[src/logic/pad_config_regs.svh]
// Register map, field positions and reset values of the shared display pin block.
// Assumes byte-wide I/O RAM addressing with 16-bit addresses.
`ifndef PAD_CONFIG_REGS_SVH
`define PAD_CONFIG_REGS_SVH

// ****************************************************************
// Address map
// ****************************************************************
`define SUPPLY_MODE_ADDR 16'h2401
`define SELECT_55_51_ADDR 16'h2405
`define SELECT_45_40_ADDR 16'h2406
`define SELECT_39_32_ADDR 16'h2407
`define PAD32_ADDR 16'h2430
`define PAD45_ADDR 16'h243D
`define PAD51_ADDR 16'h2443
`define PAD55_ADDR 16'h2447

// ****************************************************************
// Field positions and counts
// ****************************************************************
`define SUPPLY_MODE_MSB 7
`define SUPPLY_MODE_LSB 6
`define SELECT_55_51_LSB 3
`define PAD_DATA_BIT 0
`define PAD_DIR_BIT 1
`define LOW_GROUP_COUNT 14
`define PAD_COUNT 19
`define SEG_BITS 6
`define BACKPLANE_COUNT 6

// ****************************************************************
// Supply mode encodings and reset values
// ****************************************************************
`define MODE_INTERNAL 2'h0
`define MODE_DAC_ONLY 2'h1
`define MODE_DAC_BOOST 2'h2
`define MODE_EXTERNAL 2'h3
`define SUPPLY_MODE_RESET 2'h0
`define PIN_SELECT_RESET 19'h00000
`define PAD_CTRL_RESET 6'h00

`endif

[src/logic/pad_config_pkg.sv]
// Types shared by the shared display pin block and its pad cell.
// Assumes the register header is on the include path.
`include "pad_config_regs.svh"

package pad_config_pkg;

	// ****************************************************************
	// Carrier types
	// ****************************************************************

	// Decoded display supply enables.
	typedef struct packed {
		logic external_supply_enable;
		logic contrast_dac_enable;
		logic voltage_boost_enable;
	} supply_en_s;

	// One segment data word, one bit per backplane phase.
	typedef logic [`SEG_BITS-1:0] seg_word_t;

	// Drive of one shared pin toward its pad.
	typedef struct packed {
		logic pad_out;
		logic pad_oe_n;
	} pad_drive_s;

	// Complete register state of the block.
	typedef struct packed {
		logic [1:0] display_supply_mode;
		logic [`PAD_COUNT-1:0] pin_function_select;
		logic [`PAD_COUNT-1:0][`SEG_BITS-1:0] pad_control_word;
		logic [7:0] rdata;
	} cfg_state_s;

endpackage

[src/logic/segment_dio_pin_config.sv]
// Configuration registers and pin steering for shared display pins 32-45 and 51-55,
// plus the decode of the display supply mode into three enables.
// Assumes the processor reaches the byte-wide I/O RAM through a single-cycle port.
`timescale 1ns/1ps
`include "pad_config_regs.svh"

// Behaviour
// - Segment outputs, six bits per pin, per backplane.
// - Select bit: clear general-purpose, set display segment.
// - Pins 32-45 hold six segment bits each.
// - Pins 51-55 hold six segment bits each.
// - Pins 32-45 general-purpose data is bit zero.
// - Pins 32-45 direction bit one, one means output.
// - Pins 51-55 data bit zero, direction bit one.
// - Supply mode bits seven:six decode to three enables.
// - Mode 11 asserts external supply only.
// - Mode 10 asserts contrast DAC and boost.
// - Mode 01 asserts contrast DAC only.
// - Mode 00 deasserts all three enables.
module segment_dio_pin_config
	import pad_config_pkg::*;
(
	input wire logic sys_clk_i,
	input wire logic rst_i,
	input wire logic [15:0] addr_i,
	input wire logic [7:0] wdata_i,
	input wire logic wr_i,
	input wire logic rd_i,
	output logic [7:0] rdata_o,
	input wire logic [`PAD_COUNT-1:0] pad_in_i,
	output logic [`PAD_COUNT-1:0] pad_out_o,
	output logic [`PAD_COUNT-1:0] pad_oe_n_o,
	output logic [`PAD_COUNT-1:0][`SEG_BITS-1:0] seg_data_o,
	output logic [`PAD_COUNT-1:0] seg_en_o,
	output supply_en_s supply_en_o
);

	// ****************************************************************
	// State and decode
	// ****************************************************************

	cfg_state_s state_ff; // All registers of the block.
	cfg_state_s nxt_state; // Next value of the register state.
	logic [`PAD_COUNT-1:0] read_bit0; // Bit 0 as software sees it, per pin.
	logic pad_hit; // Address falls on a pad control word.
	logic [4:0] pad_idx; // Pad index of the current address.
	logic [7:0] read_value; // Byte presented for a read this cycle.
	logic [`PAD_COUNT-1:0] dir_bits; // Direction bit of each pad word, watched by the checks.

	// Map the address onto a pad index: 0-13 for pins 32-45, 14-18 for 51-55.
	// The gap between the two runs decodes as unmapped, so stray writes there are lost.
	always_comb begin
		pad_hit = 1'b0;
		pad_idx = 5'h00;
		if (addr_i >= `PAD32_ADDR && addr_i <= `PAD45_ADDR) begin
			// Lower run: one word per pin, pins 32 to 45 in order.
			pad_hit = 1'b1;
			pad_idx = 5'(addr_i - `PAD32_ADDR);
		end else if (addr_i >= `PAD51_ADDR && addr_i <= `PAD55_ADDR) begin
			// Upper run: pins 51 to 55 follow the fourteen lower words.
			pad_hit = 1'b1;
			pad_idx = 5'(addr_i - `PAD51_ADDR + `LOW_GROUP_COUNT);
		end
	end

	// ****************************************************************
	// Pad cells
	// ****************************************************************

	// One steering cell per shared pin; the indices line up with the pad words.
	genvar gi;
	generate
		for (gi = 0; gi < `PAD_COUNT; gi++) begin : g_pad
			pad_drive_s drive;
			shared_pad_cell u_cell (
				.select_i(state_ff.pin_function_select[gi]),
				.ctrl_i(state_ff.pad_control_word[gi]),
				.pad_in_i(pad_in_i[gi]),
				.drive_o(drive),
				.seg_data_o(seg_data_o[gi]),
				.read_bit0_o(read_bit0[gi])
			);
			assign pad_out_o[gi] = drive.pad_out;
			assign pad_oe_n_o[gi] = drive.pad_oe_n;
			assign dir_bits[gi] = state_ff.pad_control_word[gi][`PAD_DIR_BIT];
		end
	endgenerate

	// Each segment-mode pin carries one bit per backplane phase.
	assign seg_en_o = state_ff.pin_function_select;

	// ****************************************************************
	// Register read mux
	// ****************************************************************

	// Unmapped addresses and unused bits read as zero.
	always_comb begin
		read_value = 8'h00;
		if (pad_hit) begin
			// Bit 0 comes through the cell, so an input pin shows its pad level.
			read_value = {2'h0, state_ff.pad_control_word[pad_idx][`SEG_BITS-1:1],
				read_bit0[pad_idx]};
		end else begin
			unique case (addr_i)
				`SUPPLY_MODE_ADDR: read_value = {state_ff.display_supply_mode, 6'h00};
				`SELECT_55_51_ADDR: read_value = {state_ff.pin_function_select[18:14], 3'h0};
				`SELECT_45_40_ADDR: read_value = {2'h0, state_ff.pin_function_select[13:8]};
				`SELECT_39_32_ADDR: read_value = state_ff.pin_function_select[7:0];
				default: read_value = 8'h00;
			endcase
		end
	end

	// ****************************************************************
	// Next state
	// ****************************************************************

	// Writes land in one cycle; reads are answered from a flip-flop one cycle later.
	always_comb begin
		nxt_state = state_ff;
		// Only the stored bits of each register are kept; the rest fall away.
		if (wr_i) begin
			if (pad_hit) begin
				nxt_state.pad_control_word[pad_idx] = wdata_i[`SEG_BITS-1:0];
			end else begin
				unique case (addr_i)
					`SUPPLY_MODE_ADDR: begin
						nxt_state.display_supply_mode =
							wdata_i[`SUPPLY_MODE_MSB:`SUPPLY_MODE_LSB];
					end
					`SELECT_55_51_ADDR: begin
						nxt_state.pin_function_select[18:14] = wdata_i[7:3];
					end
					`SELECT_45_40_ADDR: begin
						nxt_state.pin_function_select[13:8] = wdata_i[5:0];
					end
					`SELECT_39_32_ADDR: begin
						nxt_state.pin_function_select[7:0] = wdata_i;
					end
					default: begin
						nxt_state.rdata = state_ff.rdata;
					end
				endcase
			end
		end
		// A read in the same cycle as a write still returns the old contents.
		if (rd_i) begin
			nxt_state.rdata = read_value;
		end
	end

	// Reset leaves every pin a general-purpose input and the display on the rail.
	always_ff @(posedge sys_clk_i or posedge rst_i) begin
		if (rst_i) begin
			// Constants only, so the reset path never depends on clocked logic.
			state_ff.display_supply_mode <= `SUPPLY_MODE_RESET;
			state_ff.pin_function_select <= `PIN_SELECT_RESET;
			state_ff.pad_control_word <= '0;
			state_ff.rdata <= 8'h00;
		end else begin
			state_ff <= nxt_state;
		end
	end

	assign rdata_o = state_ff.rdata;

	// ****************************************************************
	// Supply mode decode
	// ****************************************************************

	// Pure decode of the stored field, so the enables never lag the register.
	// Mode 00 keeps every helper off, which is the lowest battery drain.
	always_comb begin
		unique case (state_ff.display_supply_mode)
			`MODE_EXTERNAL: supply_en_o = '{1'b1, 1'b0, 1'b0};
			`MODE_DAC_BOOST: supply_en_o = '{1'b0, 1'b1, 1'b1};
			`MODE_DAC_ONLY: supply_en_o = '{1'b0, 1'b1, 1'b0};
			`MODE_INTERNAL: supply_en_o = '{1'b0, 1'b0, 1'b0};
		endcase
	end
endmodule

[src/logic/shared_pad_cell.sv]
// Per-pin function steering for one shared display pin.
// Assumes the control word and select bit come from flip-flops in the parent.
`timescale 1ns/1ps
`include "pad_config_regs.svh"

module shared_pad_cell
	import pad_config_pkg::*;
(
	input wire logic select_i,
	input wire seg_word_t ctrl_i,
	input wire logic pad_in_i,
	output pad_drive_s drive_o,
	output seg_word_t seg_data_o,
	output logic read_bit0_o
);

	// ****************************************************************
	// Function steering
	// ****************************************************************

	// A set select bit hands the pin to the display driver; a clear one
	// makes it a general-purpose pin with data in bit 0, direction in bit 1.
	always_comb begin
		if (select_i) begin
			drive_o.pad_out = 1'b0;
			drive_o.pad_oe_n = 1'b1;
			seg_data_o = ctrl_i;
		end else begin
			drive_o.pad_out = ctrl_i[`PAD_DATA_BIT];
			drive_o.pad_oe_n = ~ctrl_i[`PAD_DIR_BIT];
			seg_data_o = '0;
		end
	end

	// An input-mode pin reads its pad level; everything else reads the stored bit.
	assign read_bit0_o = (!select_i && !ctrl_i[`PAD_DIR_BIT]) ? pad_in_i : ctrl_i[`PAD_DATA_BIT];

endmodule
[config.mk]
export PLATFORM = sky130hd
export DESIGN_NAME = segment_dio_pin_config
export DESIGN_NICKNAME = d
export VERILOG_FILES = /design/src/logic/pad_config_pkg.sv /design/src/logic/segment_dio_pin_config.sv /design/src/logic/shared_pad_cell.sv
export VERILOG_INCLUDE_DIRS = /design/src /design/src/logic
export SDC_FILE = /design/constraint.sdc
export NUM_CORES = 1
export LEC_CHECK = 0
export ABC_AREA = 0
export BUFFER_PORTS_ARGS = -buffer_cell sky130_fd_sc_hd__buf_2
export CAP_MARGIN = 10
export CORE_ASPECT_RATIO = 0.8
export CORE_MARGIN = 5
export CORE_UTILIZATION = 56
export CTS_BUF_LIST = sky130_fd_sc_hd__clkbuf_4
export DETAILED_ROUTE_END_ITERATION = 6
export HOLD_SLACK_MARGIN = 0.15
export PLACE_DENSITY = 0.84
export RECOVER_POWER = 100
export SLEW_MARGIN = 20
export SYNTH_ARGS = -nofsm -noshare
export SYNTH_HDL_FRONTEND = slang
export SYNTH_SLANG_ARGS = --single-unit
[constraint.sdc]
create_clock -name sys_clk_i -period 6.1 [get_ports sys_clk_i]
set_input_delay 0.61 -clock sys_clk_i [delete_from_list [all_inputs] [get_ports sys_clk_i]]
set_output_delay 0.61 -clock sys_clk_i [all_outputs]
set_load 0.02 [all_outputs]
After elaboration in Yosys (flattened, before gate mapping)

Index checks and enable logic that the tools add are counted.

Div/mod/pow operators: 0
Mux-type cells: 72
Shift-type cells: 0
$mul: 0
Add/sub/neg operators: 3
Reductions and logical operators: 66
Bitwise gates (word level): 20
Equality and inequality tests: 7
$lt $le $gt $ge: 6

Operators with widths:

| operator             | count |
|---|---|
| $mux 6               | 21 |
| $bwmux 114           | 1 |
| $eq 16x14->1 const B | 4 |
| $logic_not 1->1      | 38 |
| $mux 2               | 19 |
| $ge 16x14->1 const B | 2 |
| $le 16x14->1 const B | 2 |
| $pmux 8 s4           | 1 |
| $bmux 6 s5           | 1 |
| $demux 6 s5          | 1 |
| $logic_and 1x1->1    | 22 |
| $mux 1               | 22 |
| $not 1->1            | 20 |
| $mux 8               | 2 |
| $pmux 3 s4           | 1 |
| $reduce_and 3->1     | 4 |
| $mux 5               | 2 |
| $lt 5x6->1 const B   | 1 |
| $add 5x5->5 const B  | 1 |
| $bmux 1 s5           | 1 |
| $ge 5x1->1 const B   | 1 |
| $sub 5x2->5 const B  | 1 |
| $sub 5x5->5 const B  | 1 |
| $eq 2x2->1 const B   | 2 |
| other kinds (3)      | 3 |

Logic and storage cells: 198
RAM bits: 0
Memories kept: 0
Output and inout bits: 182
Bits in latches: 0
Flip-flop bits (word level): 143
Bits in read-only memories: 0
Input bits: 47

Longest topological paths before layout

Word-level depth: 9
Gate-level depth with buffers: 13
Depth with buffers taken out: 10

Modules after synthesis

A second synthesis with hierarchy kept.

Cell total of the unflattened synthesis: 838
Area, all modules: 8988.6 um2

Modules (own cells, without submodules):

| module                 | cells an instance | area an instance (um2) | instances | sequential area each (um2) |
|---|---|---|---|---|
| segment_dio_pin_config | 648               | 7514.7                 | 1         | 3578.4 |
| shared_pad_cell        | 10                | 77.6                   | 19        | 0.0 |

Worst setup path before layout

Ideal clock, no wire load.

Path kind: input to register
From: in addr_i[0]
To: reg state_ff[59] (netlist name)
Arrival time: 3362 ps
Setup time: 125 ps
Data required time: 5975 ps
Setup slack: 2614 ps
Buffers on the path: 2
Stages: 12
Path through: clkbuf_1 inv_1 ha_1 nand3b_1 a41o_1 nand3_4 a21boi_1 buf_6 inv_2 or3_1 nor2_2 mux2_2

Longest elaborated chain between the ends: 9
Elaborated cells on any way between the ends: 20
Classes of those cells: 3 x add/sub; 6 x order compare; 7 x mux; 4 x reduce/logical

Ends and longest elaborated chain:

| what                                                                     | RTL line                      | source |
|---|---|---|
| start, declared                                                          | segment_dio_pin_config.sv:25  | `input wire logic [15:0] addr_i,` |
| $sub 5x2->5 (no source line) (tied with other cells)                     | --                            |  |
| $add 5x5->5 (no source line) / $logic_and 1x1->1 (equally long branches) | --                            |  |
| $mux 5                                                                   | segment_dio_pin_config.sv:59  | `` end else if (addr_i >= `PAD51_ADDR && addr_i <= `PAD55_ADDR) begin `` |
| $mux 5                                                                   | segment_dio_pin_config.sv:55  | `` if (addr_i >= `PAD32_ADDR && addr_i <= `PAD45_ADDR) begin `` |
| $lt 5x6->1 / $ge 5x1->1 (equally long branches)                          | segment_dio_pin_config.sv:124 | `` nxt_state.pad_control_word[pad_idx] = wdata_i[`SEG_BITS-1:0]; `` |
| $logic_and 1x1->1                                                        | segment_dio_pin_config.sv:124 |  |
| $mux 6                                                                   | segment_dio_pin_config.sv:124 |  |
| $demux 6 s5                                                              | segment_dio_pin_config.sv:124 |  |
| $bwmux 114                                                               | segment_dio_pin_config.sv:124 |  |
| end signal, assigned                                                     | segment_dio_pin_config.sv:161 | `state_ff <= nxt_state;` |
| end, declared                                                            | segment_dio_pin_config.sv:42  | `cfg_state_s state_ff;` |

Parallel ways exist; a longest one is shown, timed or not.
A chain may end at the register's enable or synchronous reset.

Final worst setup path

From: in addr_i[0]
To: reg state_ff[20] (netlist name)

The elaborated chain is that of the path after synthesis.

==> impl_metrics.py <==
metrics = {
    "timing": {
        "finClkSkew_ns": 0.0169,
        "tns_ns": 0,
        "hold_slack_ns": 0.311,
        "rsz0062_at_grt": "false",
        "slew_headroom": -1.29,
        "worst_slack_ns": 1.71,
        "fmax_ghz": 0.228,
        "drv_slew": 155,
        "fin_crit_ns": 4.39,
        "tightest_slew_ns": 3.41,
        "finalSetupViolCount": 0,
        "min_period_over_period": 0.720,
        "hold_violations": 0,
    },
    "layout": {
        "drive_gt1_frac": 0.210,
        "layout_commonest_cell": "dfrtp_1",
        "syn_to_final_growth_pct": 10.8,
        "fin_nets": 1070,
        "final_util": 0.631,
        "layout_common_cells": "dfrtp_1, clkbuf_1, buf_2",
        "stdcell_count": 1241,
        "diodes": 0,
    },
    "cts": {
        "h-tree-depth": 4,
        "cts_setup_buffers": 0,
        "clk_latency_ns": 0.58,
        "clock-root-buffer": "clkbuf_4",
        "cts_buffers": 17,
        "clk_pin_slew_worst_paths_ns": 0.12,
        "cts.sinks": 143,
        "cts_resized": 0,
        "max-clock-path-buffers": 2,
        "cts_tree": "done",
        "ctsHoldBuffers": 0,
    },
    "logic_synthesis": {
        "syn_area_per_cell_sq_um": 10.5,
        "synth.area.top_cells": "dfrtp_1, mux2_2, and2_1",
        "syn_nets": 903,
        "synth-warning-count": 0,
        "synth_cells": 849,
        "yosysUniqueCellTypes": 62,
        "yosys_most_used_dff": "dfrtp_1",
        "yosysTopAreaCellShare": 0.400,
        "synth-seq-area-share": 0.400,
        "synthesis.area_sq_mm": 0.00894,
        "synth-seq-cells": 143,
        "synth_edf_count": 0,
        "yosysTopAreaCell": "dfrtp_1",
        "async_flop_share": 1.00,
    },
    "die": {
        "die_h_um": 123,
        "placementRows": 41,
        "fp.dieW_um": 151,
        "die_area_sq_mm": 0.0186,
        "fp.coreArea_sq_mm": 0.0157,
        "initial_utilization": 0.570,
        "io-pin-count": 229,
    },
    "worst_setup_path": {
        "rr_worst_depth": 7,
        "cp_data_required_time_ns": 6.57,
        "slowest_delay_ns": 0.59,
        "ff2ff_setup_slack_ns": 4.04,
        "cp_max_fo": 13,
        "criticalPathCategory": "input port to register",
        "arrival_ns": 4.86,
        "path_cells": "clkbuf_1, inv_1, ha_1, nand3b_1, a41o_1, nand3_1, a21boi_4, inv_1, or3_1, nor2_1, mux2_2",
        "worstSetupStartpointType": "input port",
        "path_delay_family": "simple AND/OR/NAND/NOR gates",
        "cp_num_buf_inv": 3,
        "path_common_cell": "inv_1",
        "r2r_start": "seg_en_o[2]$_DFFE_PP0P_",
        "cp_slowest_cell": "nor2_1",
        "end_kind": "register",
        "worst_r2r_endpoint": "rdata_o[2]$_DFFE_PP0P_",
    },
    "placement": {
        "dp_cells": 1212,
        "place_congestion": 0.961,
        "dp_hpwl_mm": 21.0,
        "place.port_buffers": 228,
        "pre_cts_ws_ns": 1.79,
    },
    "min_path": {
        "hold_path.class": "input port to register",
        "worstHoldStart": "wdata_i[6]",
        "min_to": "seg_en_o[6]$_DFFE_PP0P_",
        "hold_depth": 2,
    },
    "global_route": {
        "grt.overflow.total": 0,
        "grt_pass1_vias": 7282,
        "grt_pass1_wl_mm": 43.2,
        "grt_max_degree": 79,
        "antenna_found_initial": 0,
        "grt_usage": 0.307,
    },
    "route": {
        "wirelength_mm": 28.5,
        "drt-pass1-iter-count": 7,
        "drt_iter0_markers": 732,
        "wire_per_inst_um": 23.0,
        "vias_per_cell": 5.98,
        "drc": 7,
        "ant_nets": 0,
        "vias": 7427,
    },
    "pwr": {
        "power.density_mw_per_mm2": 167,
        "peakVddDrop_uv": 121,
        "power.leakage_nw": 4.96,
    },
    "job": {
        "cap_violations": 3,
    },
    "status": {
        "status": "complete, but fails checks",
        "violations": "DRC, capacitance limit, slew limit",
    },
}
[flip-flops by register name, indices dropped and copies added (netlist names)]
register and cells:
state_ff 97, dir_bits 19, seg_en_o 19, rdata_o 8
[cells in the mapped netlist (all sizes together), types with 2 or more instances]
cell and count:
a211oi 6, a21boi 2, a21oi 16, a221oi 2, a222oi 5, a22oi 7, a41o 2, a41oi 2
and2 118, and3 2, buf 43, clkbuf 40, dfrtp 143, ha 7, inv 16, mux2 146
mux2i 64, nand2 30, nand2b 25, nand3 15, nand3b 2, nand4 13, nor2 37, nor2b 21
nor3 12, nor4 8, o211ai 4, o21a 3, o21ai 21, o22ai 10, o31ai 2, o32ai 2
o41a 2, or3 7, or4 5
[worst max path at each step]
stage | startpoint | end | slack [ns] | cells after the start
floorplan | rst_i | dir_bits[0]$_DFFE_PP0P_ | 1.65 | 1
global placement | addr_i[0] | state_ff[50]$_DFFE_PP0P_ | 1.82 | 10
detailed placement | addr_i[0] | state_ff[54]$_DFFE_PP0P_ | 1.79 | 10
CTS | addr_i[0] | state_ff[54]$_DFFE_PP0P_ | 2.39 | 10
global route | rst_i | rdata_o[6]$_DFFE_PP0P_ | 1.64 | 3
finish | addr_i[0] | state_ff[20]$_DFFE_PP0P_ | 1.71 | 11
[power breakdown]
group	switching (W)	internal, W
clock network	0.000353	0.000232
logic	0.0000859	0.0000280
registers	0.00000211	0.000950
total	0.000441	0.00121
[worst register-to-register path: cells and delay by family (launching register included)]
kind	cells	cell delay, ns
AOI/OAI and AO/OA	7	1.41
DFF	1	0.55
[area by class of cell]
cell class                 instances  area (sq um)
clock buffer                      17           128
clock inverter                    12           124
fill                            1392          5790
inverter                          16          61.3
multi-input combinational        607          4750
sequential                       143          3580
tap                              215           269
timing repair buffer             231           997
[cells by family (layout without fill, tap and decap cells)]
logic type / after synthesis / count (layout) / share of synthesized area
AO/OA/AOI/OAI: 93 / 93 / 0.0742
buffers and inverters: 99 / 276 / 0.0565
multiplexers: 210 / 210 / 0.261
AND/OR/NAND/NOR: 297 / 297 / 0.199
flip-flops: 143 / 143 / 0.400
adder cells (fa/ha/maj): 7 / 7 / 0.00980
[per-stage QoR]
stage	cell area, sq um	total power [W]
after floorplan	8940	0.00104
after global placement	9940	0.00108
after detailed placement	9940	0.00108
after CTS	10200	0.00166
after global routing	9910	0.00170
final	9910	0.00165
[per-layer routing]
layer / routed length [um] / track usage
met2: 12400 / 0.456
met1: 12400 / 0.448
met3: 3110 / 0.0846
met5: 36 / 0
met4: 503 / 0.0776
(Power assumes the default switching activity.)
